File: config.mk
export PLATFORM = sky130hd
export DESIGN_NAME = cwlp_top
export DESIGN_NICKNAME = d
export VERILOG_FILES = /design/src/logic/cwlp_pkg.sv /design/src/logic/cwlp_top.sv /design/src/logic/cwlp_wake_qual.sv
export SDC_FILE = /design/constraint.sdc
export NUM_CORES = 1
export LEC_CHECK = 0
export ABC_AREA = 1
export BUFFER_PORTS_ARGS = -buffer_cell sky130_fd_sc_hd__buf_4
export CAP_MARGIN = 40
export CORE_MARGIN = 4
export CORE_UTILIZATION = 58
export CTS_CLUSTER_SIZE = 25
export DETAILED_ROUTE_END_ITERATION = 12
export PLACE_DENSITY = 0.8
export SLEW_MARGIN = 20
export SYNTH_ARGS = -nofsm -noshare
export SYNTH_HDL_FRONTEND = slang
export SYNTH_HIERARCHICAL = 1
export SYNTH_SLANG_ARGS = --single-unit
File: constraint.sdc
create_clock -name mclk -period 4 [get_ports mclk]
set_input_delay 0 -clock mclk [delete_from_list [all_inputs] [get_ports mclk]]
set_output_delay 0 -clock mclk [all_outputs]
set_load 0.02 [all_outputs]
File: src/logic/cwlp_pkg.sv
/*
  Constants, encodings and state type shared by the clock, watchdog and low-power control block.
  Assumes a single 50 MHz system clock domain.
*/
package cwlp_pkg;

  // Clock rate and timing
  localparam int CLK_HZ = 50000000;
  localparam int PLL_SETTLE_REF_CYCLES = 131072;
  localparam int WD_PULSE_OSC_CYCLES = 512;
  localparam int WD_PULSE_W = 10;
  localparam logic [WD_PULSE_W-1:0] WD_PULSE_LAST = 10'(WD_PULSE_OSC_CYCLES - 1);

  // Watchdog
  localparam int WD_CNT_W = 8;
  localparam logic [WD_CNT_W-1:0] WD_CNT_MAX = 8'hff;
  localparam logic [7:0] WD_KEY_FIRST = 8'h55;
  localparam logic [7:0] WD_KEY_SECOND = 8'haa;

  // PLL ratio field
  localparam int RATIO_W = 4;
  localparam logic [RATIO_W-1:0] RATIO_RESET = 4'h0;
  localparam logic [RATIO_W-1:0] RATIO_MAX_LEGAL = 4'ha;

  // Clock path select codes
  localparam logic [1:0] CLKSEL_DIRECT = 2'h0;
  localparam logic [1:0] CLKSEL_BYPASS_DIV2 = 2'h1;
  localparam logic [1:0] CLKSEL_PLL = 2'h2;
  localparam logic [1:0] CLKSEL_LIMP = 2'h3;

  // Low-power select encodings
  localparam logic [1:0] LPM_IDLE = 2'h0;
  localparam logic [1:0] LPM_STANDBY = 2'h1;
  localparam int LPM_HALT_BIT = 1;

  // Wake-select bit positions
  localparam int WAKE_W = 8;
  localparam int WAKE_WD = 0;
  localparam int WAKE_EXTERNAL_INTERRUPT_ONE = 1;
  localparam int WAKE_NMI = 2;
  localparam int WAKE_TTRIP = 3;
  localparam int WAKE_CTRIP = 4;
  localparam int WAKE_SERIAL = 5;
  localparam int WAKE_BUS = 6;
  localparam int WAKE_DEBUG = 7;

  // Qualification count width
  localparam int QUAL_W = 6;

  // Low-power state machine, one-hot
  typedef enum logic [3:0] {
    CWLP_RUN = 4'b0001,
    CWLP_IDLE = 4'b0010,
    CWLP_STANDBY = 4'b0100,
    CWLP_HALT = 4'b1000
  } cwlp_state_t;

endpackage

File: src/logic/cwlp_top.sv
/*
  Clock select, limp-mode fallback, 8-bit watchdog with key restart and reset pulse,
  and IDLE / STANDBY / HALT low-power sequencing with qualified wake.
  Assumes all inputs synchronous to mclk; the analog PLL and oscillator are outside and
  are steered by the select and stop outputs. Register writes arrive as strobes with data,
  already gated by the protected-write enable in the core.
*/
`timescale 1ns/1ps
module cwlp_top
  import cwlp_pkg::*;
(
  // Clock and external reset pin
  input wire logic mclk,
  input wire logic rst_n,
  // Debugger reset, leaves the ratio alone
  input wire logic debug_reset,
  // Straps and reference status
  input wire logic pll_disable_strap_n,
  input wire logic reference_lost,
  // Ratio register write
  input wire logic pll_ratio_wr,
  input wire logic [RATIO_W-1:0] pll_ratio_wdata,
  // Watchdog control
  input wire logic wd_enable,
  input wire logic wd_key_wr,
  input wire logic [7:0] wd_key_wdata,
  input wire logic wd_wake_mode,
  input wire logic oscillator_clock_tick,
  // Low-power control
  input wire logic idle_instr,
  input wire logic [1:0] lowpower_select,
  input wire logic [QUAL_W-1:0] lowpower_qual_count,
  input wire logic [WAKE_W-1:0] lowpower_wake_select,
  input wire logic nmi_enable,
  // Wake sources, active low except debugger_wake and enabled_interrupt
  input wire logic nonmaskable_ext_input_n,
  input wire logic external_interrupt_one_n,
  input wire logic timer_trip_inputs_n,
  input wire logic compare_trip_inputs_n,
  input wire logic serial_receive_wake_n,
  input wire logic bus_receive_wake_n,
  input wire logic debugger_wake,
  input wire logic enabled_interrupt,
  // Pins held across low-power modes
  input wire logic [7:0] pin_out_d,
  output logic [7:0] pin_out,
  // Clock control outputs
  output logic [RATIO_W-1:0] pll_ratio_register,
  output logic [1:0] clk_path_sel,
  output logic pll_enable,
  output logic ratio_reserved,
  output logic core_clock_run,
  output logic system_clock_run,
  output logic oscillator_run,
  output logic peripheral_clock_run,
  // Watchdog outputs
  output logic [WD_CNT_W-1:0] wd_count,
  output logic watchdog_reset_out_n,
  output logic watchdog_wake_interrupt,
  output logic cpu_wake_irq,
  // Low-power status
  output logic [3:0] lp_state
);

  ////////////////////////////////////////////////////////////////////////////
  // Reset synchroniser

  logic [1:0] rst_sync_q;
  logic rst_sync_n;

  always_ff @(posedge mclk or negedge rst_n) begin
    if (!rst_n) begin
      rst_sync_q <= 2'b00;
    end else begin
      rst_sync_q <= {rst_sync_q[0], 1'b1};
    end
  end

  assign rst_sync_n = rst_sync_q[1];

  ////////////////////////////////////////////////////////////////////////////
  // State

  typedef struct packed {
    logic strap_taken;
    logic pll_disabled;
    logic [RATIO_W-1:0] ratio;
    logic [1:0] clk_sel;
    logic pll_en;
    logic reserved;
    logic [WD_CNT_W-1:0] wd_cnt;
    logic key_armed;
    logic [WD_PULSE_W-1:0] pulse_cnt;
    logic pulse_on;
    logic wd_rst_n;
    logic wd_int;
    logic cpu_irq;
    cwlp_state_t lp;
    logic [7:0] pins;
    logic core_run;
    logic osc_run;
    logic per_run;
  } cwlp_top_t;

  cwlp_top_t s_q;
  cwlp_top_t s_d;

  ////////////////////////////////////////////////////////////////////////////
  // Wake sources and qualification

  logic [WAKE_W-1:0] wake_low;
  logic [WAKE_W-1:0] wake_qualified;
  logic in_standby;
  logic wd_wake_low;

  assign in_standby = (s_q.lp == CWLP_STANDBY);
  assign wd_wake_low = ~s_q.wd_int;

  always_comb begin
    wake_low = '1;
    wake_low[WAKE_WD] = wd_wake_low;
    wake_low[WAKE_EXTERNAL_INTERRUPT_ONE] = external_interrupt_one_n;
    wake_low[WAKE_NMI] = nonmaskable_ext_input_n;
    wake_low[WAKE_TTRIP] = timer_trip_inputs_n;
    wake_low[WAKE_CTRIP] = compare_trip_inputs_n;
    wake_low[WAKE_SERIAL] = serial_receive_wake_n;
    wake_low[WAKE_BUS] = bus_receive_wake_n;
    wake_low[WAKE_DEBUG] = ~debugger_wake;
  end

  // One qualifier per wake source; unselected ones stay disarmed
  genvar gi;
  generate
    for (gi = 0; gi < WAKE_W; gi++) begin : g_qual
      cwlp_wake_qual #(
        .W(QUAL_W)
      ) u_qual (
        .mclk(mclk),
        .rst_sync_n(rst_sync_n),
        .arm(in_standby && lowpower_wake_select[gi]),
        .qual_count(lowpower_qual_count),
        .wake_low(wake_low[gi]),
        .qualified(wake_qualified[gi])
      );
    end
  endgenerate

  ////////////////////////////////////////////////////////////////////////////
  // Next state

  logic key_first;
  logic key_second;
  logic wd_advance;
  logic wd_set;
  logic limp;

  always_comb begin
    s_d = s_q;
    key_first = wd_key_wr && (wd_key_wdata == WD_KEY_FIRST);
    key_second = wd_key_wr && (wd_key_wdata == WD_KEY_SECOND);
    s_d.cpu_irq = 1'b0;
    wd_set = 1'b0;

    // Strap is captured once after reset release
    if (!s_q.strap_taken) begin
      s_d.strap_taken = 1'b1;
      s_d.pll_disabled = ~pll_disable_strap_n;
    end

    // Ratio field; debugger reset does not touch it
    if (pll_ratio_wr) begin
      s_d.ratio = pll_ratio_wdata;
    end
    s_d.reserved = (s_d.ratio > RATIO_MAX_LEGAL);

    // Clock path selection
    limp = 1'b0;
    if (s_d.pll_disabled) begin
      s_d.clk_sel = CLKSEL_DIRECT;
      s_d.pll_en = 1'b0;
    end else if (s_d.ratio == RATIO_RESET) begin
      s_d.clk_sel = CLKSEL_BYPASS_DIV2;
      s_d.pll_en = 1'b0;
    end else if (reference_lost) begin
      s_d.clk_sel = CLKSEL_LIMP;
      s_d.pll_en = 1'b1;
      limp = 1'b1;
    end else begin
      s_d.clk_sel = CLKSEL_PLL;
      s_d.pll_en = 1'b1;
    end

    // Watchdog: no clock in HALT, frozen on limp clock, held while its reset pulse stands
    wd_advance = wd_enable && oscillator_clock_tick && !limp && s_q.osc_run && !s_q.pulse_on;
    if (key_first) begin
      s_d.key_armed = 1'b1;
    end else if (key_second && s_q.key_armed) begin
      s_d.key_armed = 1'b0;
      s_d.wd_cnt = '0;
    end else if (wd_key_wr) begin
      s_d.key_armed = 1'b0;
    end
    if (!(key_second && s_q.key_armed) && wd_advance) begin
      if (s_q.wd_cnt == WD_CNT_MAX) begin
        s_d.wd_cnt = '0;
        if (wd_wake_mode) begin
          s_d.wd_int = 1'b1;
          wd_set = 1'b1;
        end else begin
          s_d.pulse_on = 1'b1;
          s_d.pulse_cnt = '0;
        end
      end else begin
        s_d.wd_cnt = WD_CNT_W'(s_q.wd_cnt + 1'b1);
      end
    end
    if (!wd_enable) begin
      s_d.wd_cnt = '0;
    end

    // Reset pulse width counted in oscillator clocks
    if (s_q.pulse_on && oscillator_clock_tick) begin
      if (s_q.pulse_cnt == WD_PULSE_LAST) begin
        s_d.pulse_on = 1'b0;
      end else begin
        s_d.pulse_cnt = WD_PULSE_W'(s_q.pulse_cnt + 1'b1);
      end
    end
    s_d.wd_rst_n = ~s_d.pulse_on;

    // Low-power sequencing
    case (s_q.lp)
      CWLP_RUN: begin
        s_d.pins = pin_out_d;
        if (idle_instr) begin
          if (lowpower_select[LPM_HALT_BIT]) begin
            s_d.lp = CWLP_HALT;
          end else if (lowpower_select == LPM_STANDBY) begin
            s_d.lp = CWLP_STANDBY;
          end else begin
            s_d.lp = CWLP_IDLE;
          end
        end
      end
      CWLP_IDLE: begin
        if (s_q.wd_int) begin
          s_d.cpu_irq = 1'b1;
        end
        if (s_q.wd_int || enabled_interrupt || debugger_wake ||
            (!nonmaskable_ext_input_n && nmi_enable)) begin
          s_d.lp = CWLP_RUN;
        end
      end
      CWLP_STANDBY: begin
        // Unqualified wakes leave the device asleep
        if (|wake_qualified) begin
          s_d.lp = CWLP_RUN;
        end
      end
      CWLP_HALT: begin
        if (!nonmaskable_ext_input_n && nmi_enable) begin
          s_d.lp = CWLP_RUN;
        end
      end
      default: begin
        s_d.lp = CWLP_RUN;
      end
    endcase

    // Wake interrupt clears once consumed in run mode; a new overflow wins over the clear
    if (s_q.wd_int && s_q.lp == CWLP_RUN && !wd_set) begin
      s_d.wd_int = 1'b0;
    end

    // Clock gates by mode
    s_d.core_run = (s_d.lp == CWLP_RUN) || (s_d.lp == CWLP_IDLE);
    s_d.per_run = s_d.core_run;
    s_d.osc_run = (s_d.lp != CWLP_HALT);
  end

  ////////////////////////////////////////////////////////////////////////////
  // Registers

  always_ff @(posedge mclk or negedge rst_sync_n) begin
    if (!rst_sync_n) begin
      s_q <= '0;
      s_q.ratio <= RATIO_RESET;
      s_q.clk_sel <= CLKSEL_BYPASS_DIV2;
      s_q.wd_rst_n <= 1'b1;
      s_q.lp <= CWLP_RUN;
      s_q.core_run <= 1'b1;
      s_q.osc_run <= 1'b1;
      s_q.per_run <= 1'b1;
    end else if (debug_reset) begin
      // Debugger reset: everything but the strap, ratio, reserved flag, clock select, PLL enable and held pins
      s_q <= '0;
      s_q.strap_taken <= s_q.strap_taken;
      s_q.pll_disabled <= s_q.pll_disabled;
      s_q.ratio <= s_q.ratio;
      s_q.reserved <= s_q.reserved;
      s_q.clk_sel <= s_q.clk_sel;
      s_q.pll_en <= s_q.pll_en;
      s_q.lp <= CWLP_RUN;
      s_q.pins <= s_q.pins;
      s_q.wd_rst_n <= 1'b1;
      s_q.core_run <= 1'b1;
      s_q.osc_run <= 1'b1;
      s_q.per_run <= 1'b1;
    end else begin
      s_q <= s_d;
    end
  end

  ////////////////////////////////////////////////////////////////////////////
  // Outputs

  assign pin_out = s_q.pins;
  assign pll_ratio_register = s_q.ratio;
  assign clk_path_sel = s_q.clk_sel;
  assign pll_enable = s_q.pll_en;
  assign ratio_reserved = s_q.reserved;
  assign core_clock_run = s_q.core_run;
  assign system_clock_run = s_q.core_run;
  assign oscillator_run = s_q.osc_run;
  assign peripheral_clock_run = s_q.per_run;
  assign wd_count = s_q.wd_cnt;
  assign watchdog_reset_out_n = s_q.wd_rst_n;
  assign watchdog_wake_interrupt = s_q.wd_int;
  assign cpu_wake_irq = s_q.cpu_irq;
  assign lp_state = s_q.lp;

endmodule

File: src/logic/cwlp_wake_qual.sv
/*
  Wake qualifier: an active-low wake level must stay low for a set number of clocks.
  Assumes the wake level is synchronous to the system clock.
*/
`timescale 1ns/1ps
module cwlp_wake_qual
  import cwlp_pkg::*;
#(
  parameter int W = QUAL_W
) (
  // Clock and reset
  input wire logic mclk,
  input wire logic rst_sync_n,
  // Control
  input wire logic arm,
  input wire logic [W-1:0] qual_count,
  input wire logic wake_low,
  // Result
  output logic qualified
);

  typedef struct packed {
    logic [W-1:0] cnt;
    logic hit;
  } cwlp_qual_t;

  cwlp_qual_t s_q;
  cwlp_qual_t s_d;

  always_comb begin
    s_d = s_q;
    s_d.hit = 1'b0;
    // Low level must persist; a short glitch restarts the count
    if (!arm || wake_low) begin
      s_d.cnt = '0;
    end else if (s_q.cnt >= qual_count) begin
      s_d.hit = 1'b1;
      s_d.cnt = '0;
    end else begin
      s_d.cnt = W'(s_q.cnt + 1'b1);
    end
  end

  always_ff @(posedge mclk or negedge rst_sync_n) begin
    if (!rst_sync_n) begin
      s_q <= '0;
    end else begin
      s_q <= s_d;
    end
  end

  assign qualified = s_q.hit;

endmodule

Word level (Yosys, flattened, before mapping)
Index checks and enable logic that the tools add are counted.
{ "totals": {"ff_bits": 106, "in_bits": 56, "output_inout_bits": 35, "word_cells": 199} }
{ "classes": {"add_sub_neg": 10, "magnitude_cmp": 9, "n_eq_ne": 14, "mux": 72, "n_bitwise": 5, "n_reduce_logical": 54} }
{ "ops": {"columns": ["op", "n"], "rows": [
  ["two-way mux 6 bit", 16],
  ["adder 6 x 1 -> 6 bit (second input constant)", 8],
  ["greater-or-equal comparator 6 bit", 8],
  ["two-way mux 8 bit", 6],
  ["two-way mux 11 bit", 4],
  ["two-way mux 38 bit", 1],
  ["two-way mux 1 bit", 33],
  ["two-way mux 4 bit", 6],
  ["logical AND 1 bit", 20],
  ["equality test 8 bit (second input constant)", 2],
  ["one-hot mux 4 bit (4 select lines)", 1],
  ["zero test 1 bit", 13],
  ["logical OR 1 bit", 12],
  ["adder 10 x 1 -> 10 bit (second input constant)", 1],
  ["equality test 10 x 9 -> 1 bit (second input constant)", 1],
  ["two-way mux 10 bit", 1],
  ["two-way mux 3 bit", 3],
  ["nonzero test 3 bit", 3],
  ["adder 8 x 1 -> 8 bit (second input constant)", 1],
  ["equality test 4 x 1 -> 1 bit (second input constant)", 2],
  ["equality test 4 x 2 -> 1 bit (second input constant)", 2],
  ["equality test 8 x 7 -> 1 bit (second input constant)", 1],
  ["OR reduction 8 bit", 1],
  ["inverter 1 bit", 5],
  ["other kinds (12)", 13]
]} }

Depth between registers and ports, before layout
Gate-level depths: netlist of the first run.
{ "depth": {"depth_word": 14, "ltp_mapped": 11, "depth_no_buf": 11} }

By module
The synthesis of the first run kept the hierarchy.
{ "by_module_without_submodules": {"columns": ["module", "n_inst", "cells_each", "area_per_inst_um2", "seq_area_each_um2"], "rows": [
  ["cwlp_wake_qual", 8, 60, 476.7, 175.2],
  ["cwlp_top", 1, 350, 2767.7, 1207.4]
]} }

Worst setup path after synthesis of the first run
OpenSTA, ideal clock, no wires.
{ "synth_path": {"path_type": "register to register", "from": "register s_q (netlist bit wd_count[0])", "to": "register, netlist name s_q[28]", "setup_time_ns": 0.119, "arrival_ns": 1.392, "t_required_ns": 3.881, "path_slack_ns": 2.489, "path_stages_with_launch": 10, "n_path_buf": 1, "synth_period_minus_slack_ns": 1.511, "cell_sequence": "dfrtp_1 -> ha_1 -> nand2_1 -> nor2_2 -> nand2_1 -> nor2_2 -> nand3_4 -> buf_6 -> o21ai_2 -> nor2_1"} }
{ "synth_lines": {"columns": ["element", "line", "source"], "rows": [
  ["start, declared", "cwlp_top.sv:105", "cwlp_top_t s_q;"]
]} }

==> impl_results.md, run 1 <==
* Core footprint at between 10000 and 15000 sq um
* Peak supply drop at 0.000284 V
* Layout fillers at 854
* Max cap viols at 0
* GRT Resource Usage Total at between 20% and 30%
* Combinational Power Share at 16.4%
* Multiplexer share of the synthesized area at 1.37%
* Data required, critical path at 4.27 ns
* Syn Inst Count at 830
* Part of the power in the clock network at a little under two fifths
* Register area share after synthesis at 39.6%
* Final setup violation count at 0
* Post-synth EDFFs at 0
* Sw power at 656 uW
* Final period utilization at 45.8%
* Avg Inst Size Synth at 7.93 sq um
* HP Class: primary input to flip-flop
* Worst Skew at 0.00640 ns
* Hold EP: lp_state[2]$_DFF_PN0_
* Final net count at 1045
* Sequential Power Share at 45.7%
* Largest area contributor in the netlist: dfrtp_1
* Pins Over Slew Limit at 0
* Synthesis-stage register bit count at 104
* Reg area at 2610 sq um
* Critical path type: flip-flop to flip-flop
* R2R depth at 9
* Area grow syn2layout at 19.3%
* Hold Path Depth at 4
* Synth cell types at 39
* Post-CTS Resized at 0
* Fraction of layout cells with a size suffix above 1 at a little under a fifth
* CP Data Arrival Time at 2.10 ns
* Leak at 0.00403 uW
* Final hold violation count at 0
* Cell Chain, Critical Path: inv_1 -> nand2_1 -> inv_1 -> nand3_1 -> nor2_1 -> inv_1 -> nor2_1 -> nand3_2 -> nor2_1
* Total number of vias at 5307
* First-pass GRT wire length at roughly 24000 um
* CP max stage delay at 0.41 ns
* Top cells by area, synth: dfrtp_1 (38%), ha_1 (11%), inv_1 (9.5%)
* Netlist Area Pre-Place at 6580 sq um
* Buffer and inverter count on the worst path at 3
* DR WL/cell at 12.9 um
* Worst hold margin at 0.0209 ns
* Hold buffer count at cts at 30
* Simple-gate share of the synthesized area at between 20% and 30%
* Power Internal at 1840 uW
* Post-synthesis adder-cell area fraction at 11.0%
* Power per Cell Area at between 300 and 400 nW/um^2
* Maximum clock path buffer count at 2
* Root Buffer: clkbuf_16
* Critical path's top delay family: simple AND/OR/NAND/NOR gates
* Dominant synthesized flop cell: dfrtp_1
* CP max stage cell: dfrtp_1
* Drt first pass iters at 7
* Core Util, Final at between 70% and 80%
* Post-CTS Setup Inserts at 0
* Synth Area in Compound Gates at about 5.7%
* Crit-path max FO at 10
* Die height at between 100 and 150 um
* WL final at roughly 14000 um
* Vias in the first global route at 5309
* Vias per inst at between 4 and 5
* PortBufs at 90
* Synth top area share at between 30% and 40%
* Die W at 115 um
* RR Endpoint: g_qual[3].u_qual/s_q[1]$_DFF_PN0_
* Most frequent cell after synthesis: inv_1
* Remaining Overflow, GRT at 0
* Routed Antenna Nets at 0
* Area of the multi-input gates at 3090 sq um
* Switching Share at 26.3%
* Initial core utilization at 59.9%
* Total power at 2490 uW
* RSZ-0062 raised after global routing: false
* DRC violations left at 0
* Initial DRC count at 367
* Placer Congestion at 0.802
* Largest net degree at the start of global routing at 41
* R2r startpoint: lp_state[1]$_DFF_PN0_
* XOR/XNOR share of the synthesized area at 3.73%
* Antenna violations before repair at 0
* Worst-Skew Late Latency at 0.35 ns
* Post-synth ARST share at 100%
* Max Clock Freq at 546 MHz
* Clock Sink Count at between 100 and 150
* Top post-synthesis cells by count: inv_1 (167), nand2_1 (160), nor2_1 (111)
* Shortest period the worst path allows at 1.83 ns
* Status: finished clean
* Setup crit end kind: flip-flop
* R2r setup slk at approximately 2.2 ns
* Min-Delay Startpoint: lowpower_select[1]
* DP Worst Slack at 2.25 ns
* Syn_nets at 944
* H-tree Lvls at 3
* Ports at 91
* Dpl hpwl at 9790 um
* Synth warnings at 6
* TritonCTS clock tree: done
* Total negative slack at 0 ns
* Number of buffers created by CTS at 9
* CP startpoint kind: flip-flop
* Post-route setup slack at between 2 and 2.5 ns
* Core Rows at 38
* Largest family of logic cells by synthesized area: simple AND/OR/NAND/NOR gates
* Worst-path clk slew at 0.07 ns
* # diodes at 0
* Die area at 13100 sq um
[kinds of logic (layout without fill, tap and decap cells)]
group / count (synthesis) / count (layout)
other: 1 / 1
buffers and inverters: 204 / 310
muxes: 8 / 8
adders and majority gates: 58 / 58
and+or+nand+nor: 369 / 369
AOI/OAI and AO/OA: 58 / 58
DFF: 104 / 104
xor gates and xnor gates: 28 / 28
[layout by cell type (no fill, tap or decap), types with 2 or more instances in the layout]
master / n
bufinv_16: 2
ha_1: 58
buf_4: 91
nand2_1: 160
dfstp_2: 5
inv_2: 5
dlygate4sd3_1: 30
nand3_2: 17
a21boi_0: 8
o22ai_1: 5
nand3_1: 46
xnor2_1: 9
nand4_1: 7
nor2_2: 13
dfrtp_1: 98
mux2_2: 8
a21oi_2: 9
nor3_1: 6
a21oi_1: 14
o21ai_1: 2
o21ai_0: 10
xor2_1: 19
clkbuf_16: 9
o21ai_2: 2
nand2_2: 3
clkinvlp_4: 3
a31oi_1: 4
inv_1: 167
nor2_1: 111
[worst max-delay path by stage]
stage | startpoint | end | slack (ns) | cells past startpoint
floorplan | rst_sync_q[1]$_DFF_PN0_ | clk_path_sel[1]$_DFFE_PN0N_ | 0.90 | 0
global placement | lp_state[0]$_DFF_PN1_ | pin_out[1]$_DFFE_PN0P_ | 2.33 | 4
global route | lp_state[1]$_DFF_PN0_ | g_qual[3].u_qual/s_q[1]$_DFF_PN0_ | 1.92 | 9
CTS | lp_state[1]$_DFF_PN0_ | g_qual[3].u_qual/s_q[1]$_DFF_PN0_ | 2.14 | 9
detailed placement | lp_state[1]$_DFF_PN0_ | g_qual[3].u_qual/s_q[4]$_DFF_PN0_ | 2.25 | 9
finish | lp_state[1]$_DFF_PN0_ | g_qual[3].u_qual/s_q[1]$_DFF_PN0_ | 2.17 | 9
[per-stage QoR]
step                instances  cell area [sq um]
floorplan                 830               6580
global placement         1029               7210
detailed placement       1030               7230
CTS                      1076               7850
global route             1076               7850
finish                   1076               7850
[layer usage]
layer  wire (um)  vias to the layer above  track usage (%)  share of wire, %
li1            -                     2743                -                 -
met1        5960                     2406             28.5                43
met2        6950                      134             39.7                50
met3         762                       24             4.70               5.5
met4         226                        0             6.41               1.6
met5           0                        -                0                 0
[power by group through the flow]
stage          Sequential [uW]  Combinational (uW)  Clock [uW]
2_1_floorplan             1160                 258           0
3_3_place_gp              1160                 364           0
3_5_place_dp              1160                 382           0
4_1_cts                   1140                 409         971
5_1_grt                   1150                 450        1010
6_report                  1140                 409         943
[cell type report]
cell class | instances | share of cell area (%)
clock buffer | 9 | 2.87
clock inverter | 7 | 1.23
inverter | 172 | 8.22
multi-input combinational | 522 | 39.4
sequential | 104 | 33.3
tap | 140 | 2.23
timing repair buffer | 122 | 12.8
[worst min-delay path: stages]
cell      delay, ns
buf_4          0.09
a21oi_1        0.05
o211ai_1       0.11
a21oi_1        0.08
[sequential cells by signal, indices dropped and copies added, names as in the netlist]
| signal | cells |
|---|---|
| g_qual.u_qual/s_q | 48 |
| lp_state | 4 |
| watchdog_reset_out_n | 1 |
| g_qual.u_qual/qualified | 8 |
| s_q | 14 |
| watchdog_wake_interrupt | 1 |
| oscillator_run | 1 |
| wd_count | 8 |
| rst_sync_q | 2 |
| cpu_wake_irq | 1 |
| core_clock_run | 1 |
| ratio_reserved | 1 |
| pll_ratio_register | 4 |
| pin_out | 8 |
| clk_path_sel | 2 |
Note: power is estimated with default switching activity, not from simulation.
==> run 2, diff against run 1 <==
==> constraint.sdc (replaced) <==
create_clock -name mclk -period 1.9 [get_ports mclk]
set_input_delay 0 -clock mclk [delete_from_list [all_inputs] [get_ports mclk]]
set_output_delay 0 -clock mclk [all_outputs]
set_load 0.02 [all_outputs]
==> run 2 against run 1 <==
  * Sequential share of layout area decreased by 0.12 points
  * Hold slack improved by 0.012 ns
  * Register-to-register slack worse by 2.0 ns
  * Critical path depth fell by 3
  * Final area rose by 0.37%
  * Combinational power rose by 120%
  * Core utilization increased by 0.26 points
  * Worst setup slack worse by 2.0 ns
  * Total power increased by 110%
  * Wire length up 0.88%
  * First-iteration DRC count down 4.9%
  * Global-route usage rose by 0.39 points
==> impl_results.md, run 2 (synthesis results as in run 1) <==
* Status: finished clean
* CP max stage cell: dlygate4sd3_1
* Reg with most FFs: g_qual.u_qual/s_q
* Dpl hpwl at 9570 um
* Final setup violation count at 0
* Die area at 13100 sq um
* Critical path type: primary input to flip-flop
* GRT Resource Usage Total at 23.1%
* Cell Chain, Critical Path: dlygate4sd3_1 -> buf_4 -> nand2_1 -> dlygate4sd3_1 -> a31oi_1 -> dlygate4sd3_1
* Max Clock Freq at 569 MHz
* Final net count at 1047
* Drt first pass iters at 7
* Total power at 5320 uW
* Vias in the first global route at around 5300
* Critical path's top delay family: buffers and inverters
* Final period utilization at around 93%
* Core Util, Final at a little under three quarters
* Area grow syn2layout at 19.8%
* Shortest period the worst path allows at 1.76 ns
* Initial core utilization at 59.9%
* Antenna violations before repair at 0
* Final hold violation count at 0
* Fraction of layout cells with a size suffix above 1 at 18.9%
* CP max stage delay at 0.58 ns
* Largest net degree at the start of global routing at 103
* Root Buffer: clkbuf_16
* TritonCTS clock tree: done
* Min-Delay Startpoint: lowpower_select[1]
* Data required, critical path at around 2.1 ns
* Ports at 91
* Core footprint at 11000 sq um
* Die height at between 100 and 150 um
* Reg area at 2610 sq um
* CP Data Arrival Time at around 2 ns
* RSZ-0062 raised after global routing: false
* Total negative slack at 0 ns
* Worst-Margin Slew at 0.543 ns
* First-pass GRT wire length at 24300 um
* Core Rows at 38
* Routed Antenna Nets at 0
* Number of flip-flops in the largest register at 48
* DRC violations left at 0
* Regs by FF count: g_qual.u_qual/s_q (48), s_q (14)
* Most common cell after layout, fill and taps aside: inv_1
* R2r startpoint: pll_ratio_register[1]$_DFFE_PN0N_
* Most used cell, CP: dlygate4sd3_1
* Number of buffers created by CTS at 9
* Crit-path max FO at 2
* Worst-Skew Late Latency at 0.35 ns
* Leak at 0.00405 uW
* Initial DRC count at 349
* Peak supply drop at between 0.0006 and 0.0007 V
* Setup crit end kind: flip-flop
* WL final at around 14000 um
* Area of the multi-input gates at around 3100 sq um
* Maximum clock path buffer count at 2
* CP startpoint kind: primary input
* Worst Skew at around 0.0064 ns
* H-tree Lvls at 3
* Vias per inst at 4.95
* Placer Congestion at 0.868
* Max cap viols at 0
* DR WL/cell at 13.0 um
* Pins Over Slew Limit at 0
* Layout fillers at around 850
* # diodes at 0
* Clock Sink Count at 104
* HP Class: primary input to flip-flop
* Remaining Overflow, GRT at 0
* Crit path from: pll_ratio_wdata[0]
* Buffer and inverter count on the worst path at 4
* Die W at 115 um
* PortBufs at 90
* Most frequent cells in the layout: inv_1 (167), nand2_1 (160), nor2_1 (111)
* Relative slew slack at 63.8%
* Power per Cell Area at 675 nW/um^2
* Total number of vias at 5334
* Worst-path clk slew at 0.07 ns
run 2: cell types whose count changed in the layout (fill, tap and decap cells not counted):
| cell | previous run | this run |
|---|---|---|
| clkinvlp_4 | 3 | 1 |
| buf_4 | 91 | 92 |
| o21ai_0 | 10 | 9 |
| o21ai_1 | 2 | 3 |
| clkinv_2 | 1 | 0 |
| clkbuf_8 | 0 | 2 |
| clkbuf_1 | 0 | 1 |
| dlygate4sd3_1 | 30 | 31 |
run 2: cell type report:
| cell class | instances | area share [%] |
|---|---|---|
| multi-input combinational | 522 | 39.3 |
| sequential | 104 | 33.1 |
| timing repair buffer | 124 | 13.0 |
| inverter | 172 | 8.19 |
| clock buffer | 12 | 3.25 |
| tap | 140 | 2.22 |
| clock inverter | 4 | 0.968 |
run 2: worst register-to-register path, stage by stage (launching register included):
cell,delay [ns]
dfrtp_1,0.41
nand2_1,0.11
nand2_1,0.10
nor2_1,0.07
nand2_2,0.11
inv_1,0.05
o21ai_1,0.20
nand2_1,0.07
dlygate4sd3_1,0.56
run 2: routing by layer:
| metal | GRT usage (%) | wire [um] |
|---|---|---|
| met2 | 39.7 | 6830 |
| met1 | 28.8 | 6050 |
| met4 | 7.36 | 308 |
| met5 | 0 | 0 |
| met3 | 5.34 | 835 |
run 2: through the flow:
step | cell area (sq um) | hold WS, ns | instances | setup WS (ns)
final | 7880 | 0.0331 | 1078 | 0.142
after global routing | 7880 | 0.0542 | 1078 | 0.0143
after CTS | 7880 | 0.0196 | 1078 | 0.185
after detailed placement | 7240 | -0.215 | 1031 | 0.202
after global placement | 7240 | -0.216 | 1031 | 0.214
after floorplan | 6580 | -0.296 | 830 | 0.161
run 2: report_power, final:
group	switching (uW)	internal, uW	total (uW)
Sequential	66.9	2320	2390
Clock	815	1230	2050
Combinational	493	396	890
Total	1380	3950	5320
run 2: final timing paths:
kind / end / slack [ns] / depth (start not counted)
worst max-delay path: pll_ratio_register[0]$_DFFE_PN0N_ / 0.14 / 6
worst min-delay path: lp_state[2]$_DFF_PN0_ / 0.03 / 4
worst max register to register: clk_path_sel[0]$_DFFE_PN1N_ / 0.17 / 8
worst min register to register: rst_sync_q[1]$_DFF_PN0_ / 0.35 / 0
max in group asynchronous: g_qual[4].u_qual/s_q[6]$_DFF_PN0_ / 1.09 / 1
min in group asynchronous: pin_out[2]$_DFFE_PN0P_ / 0.39 / 1
run 2: what timing repair did:
action	4_1_cts	5_1_grt
hold buffers	31	0
hold endpoints to repair	47	0
resized for setup	0	1
buffers inserted	0	0
setup endpoints to repair	0	1
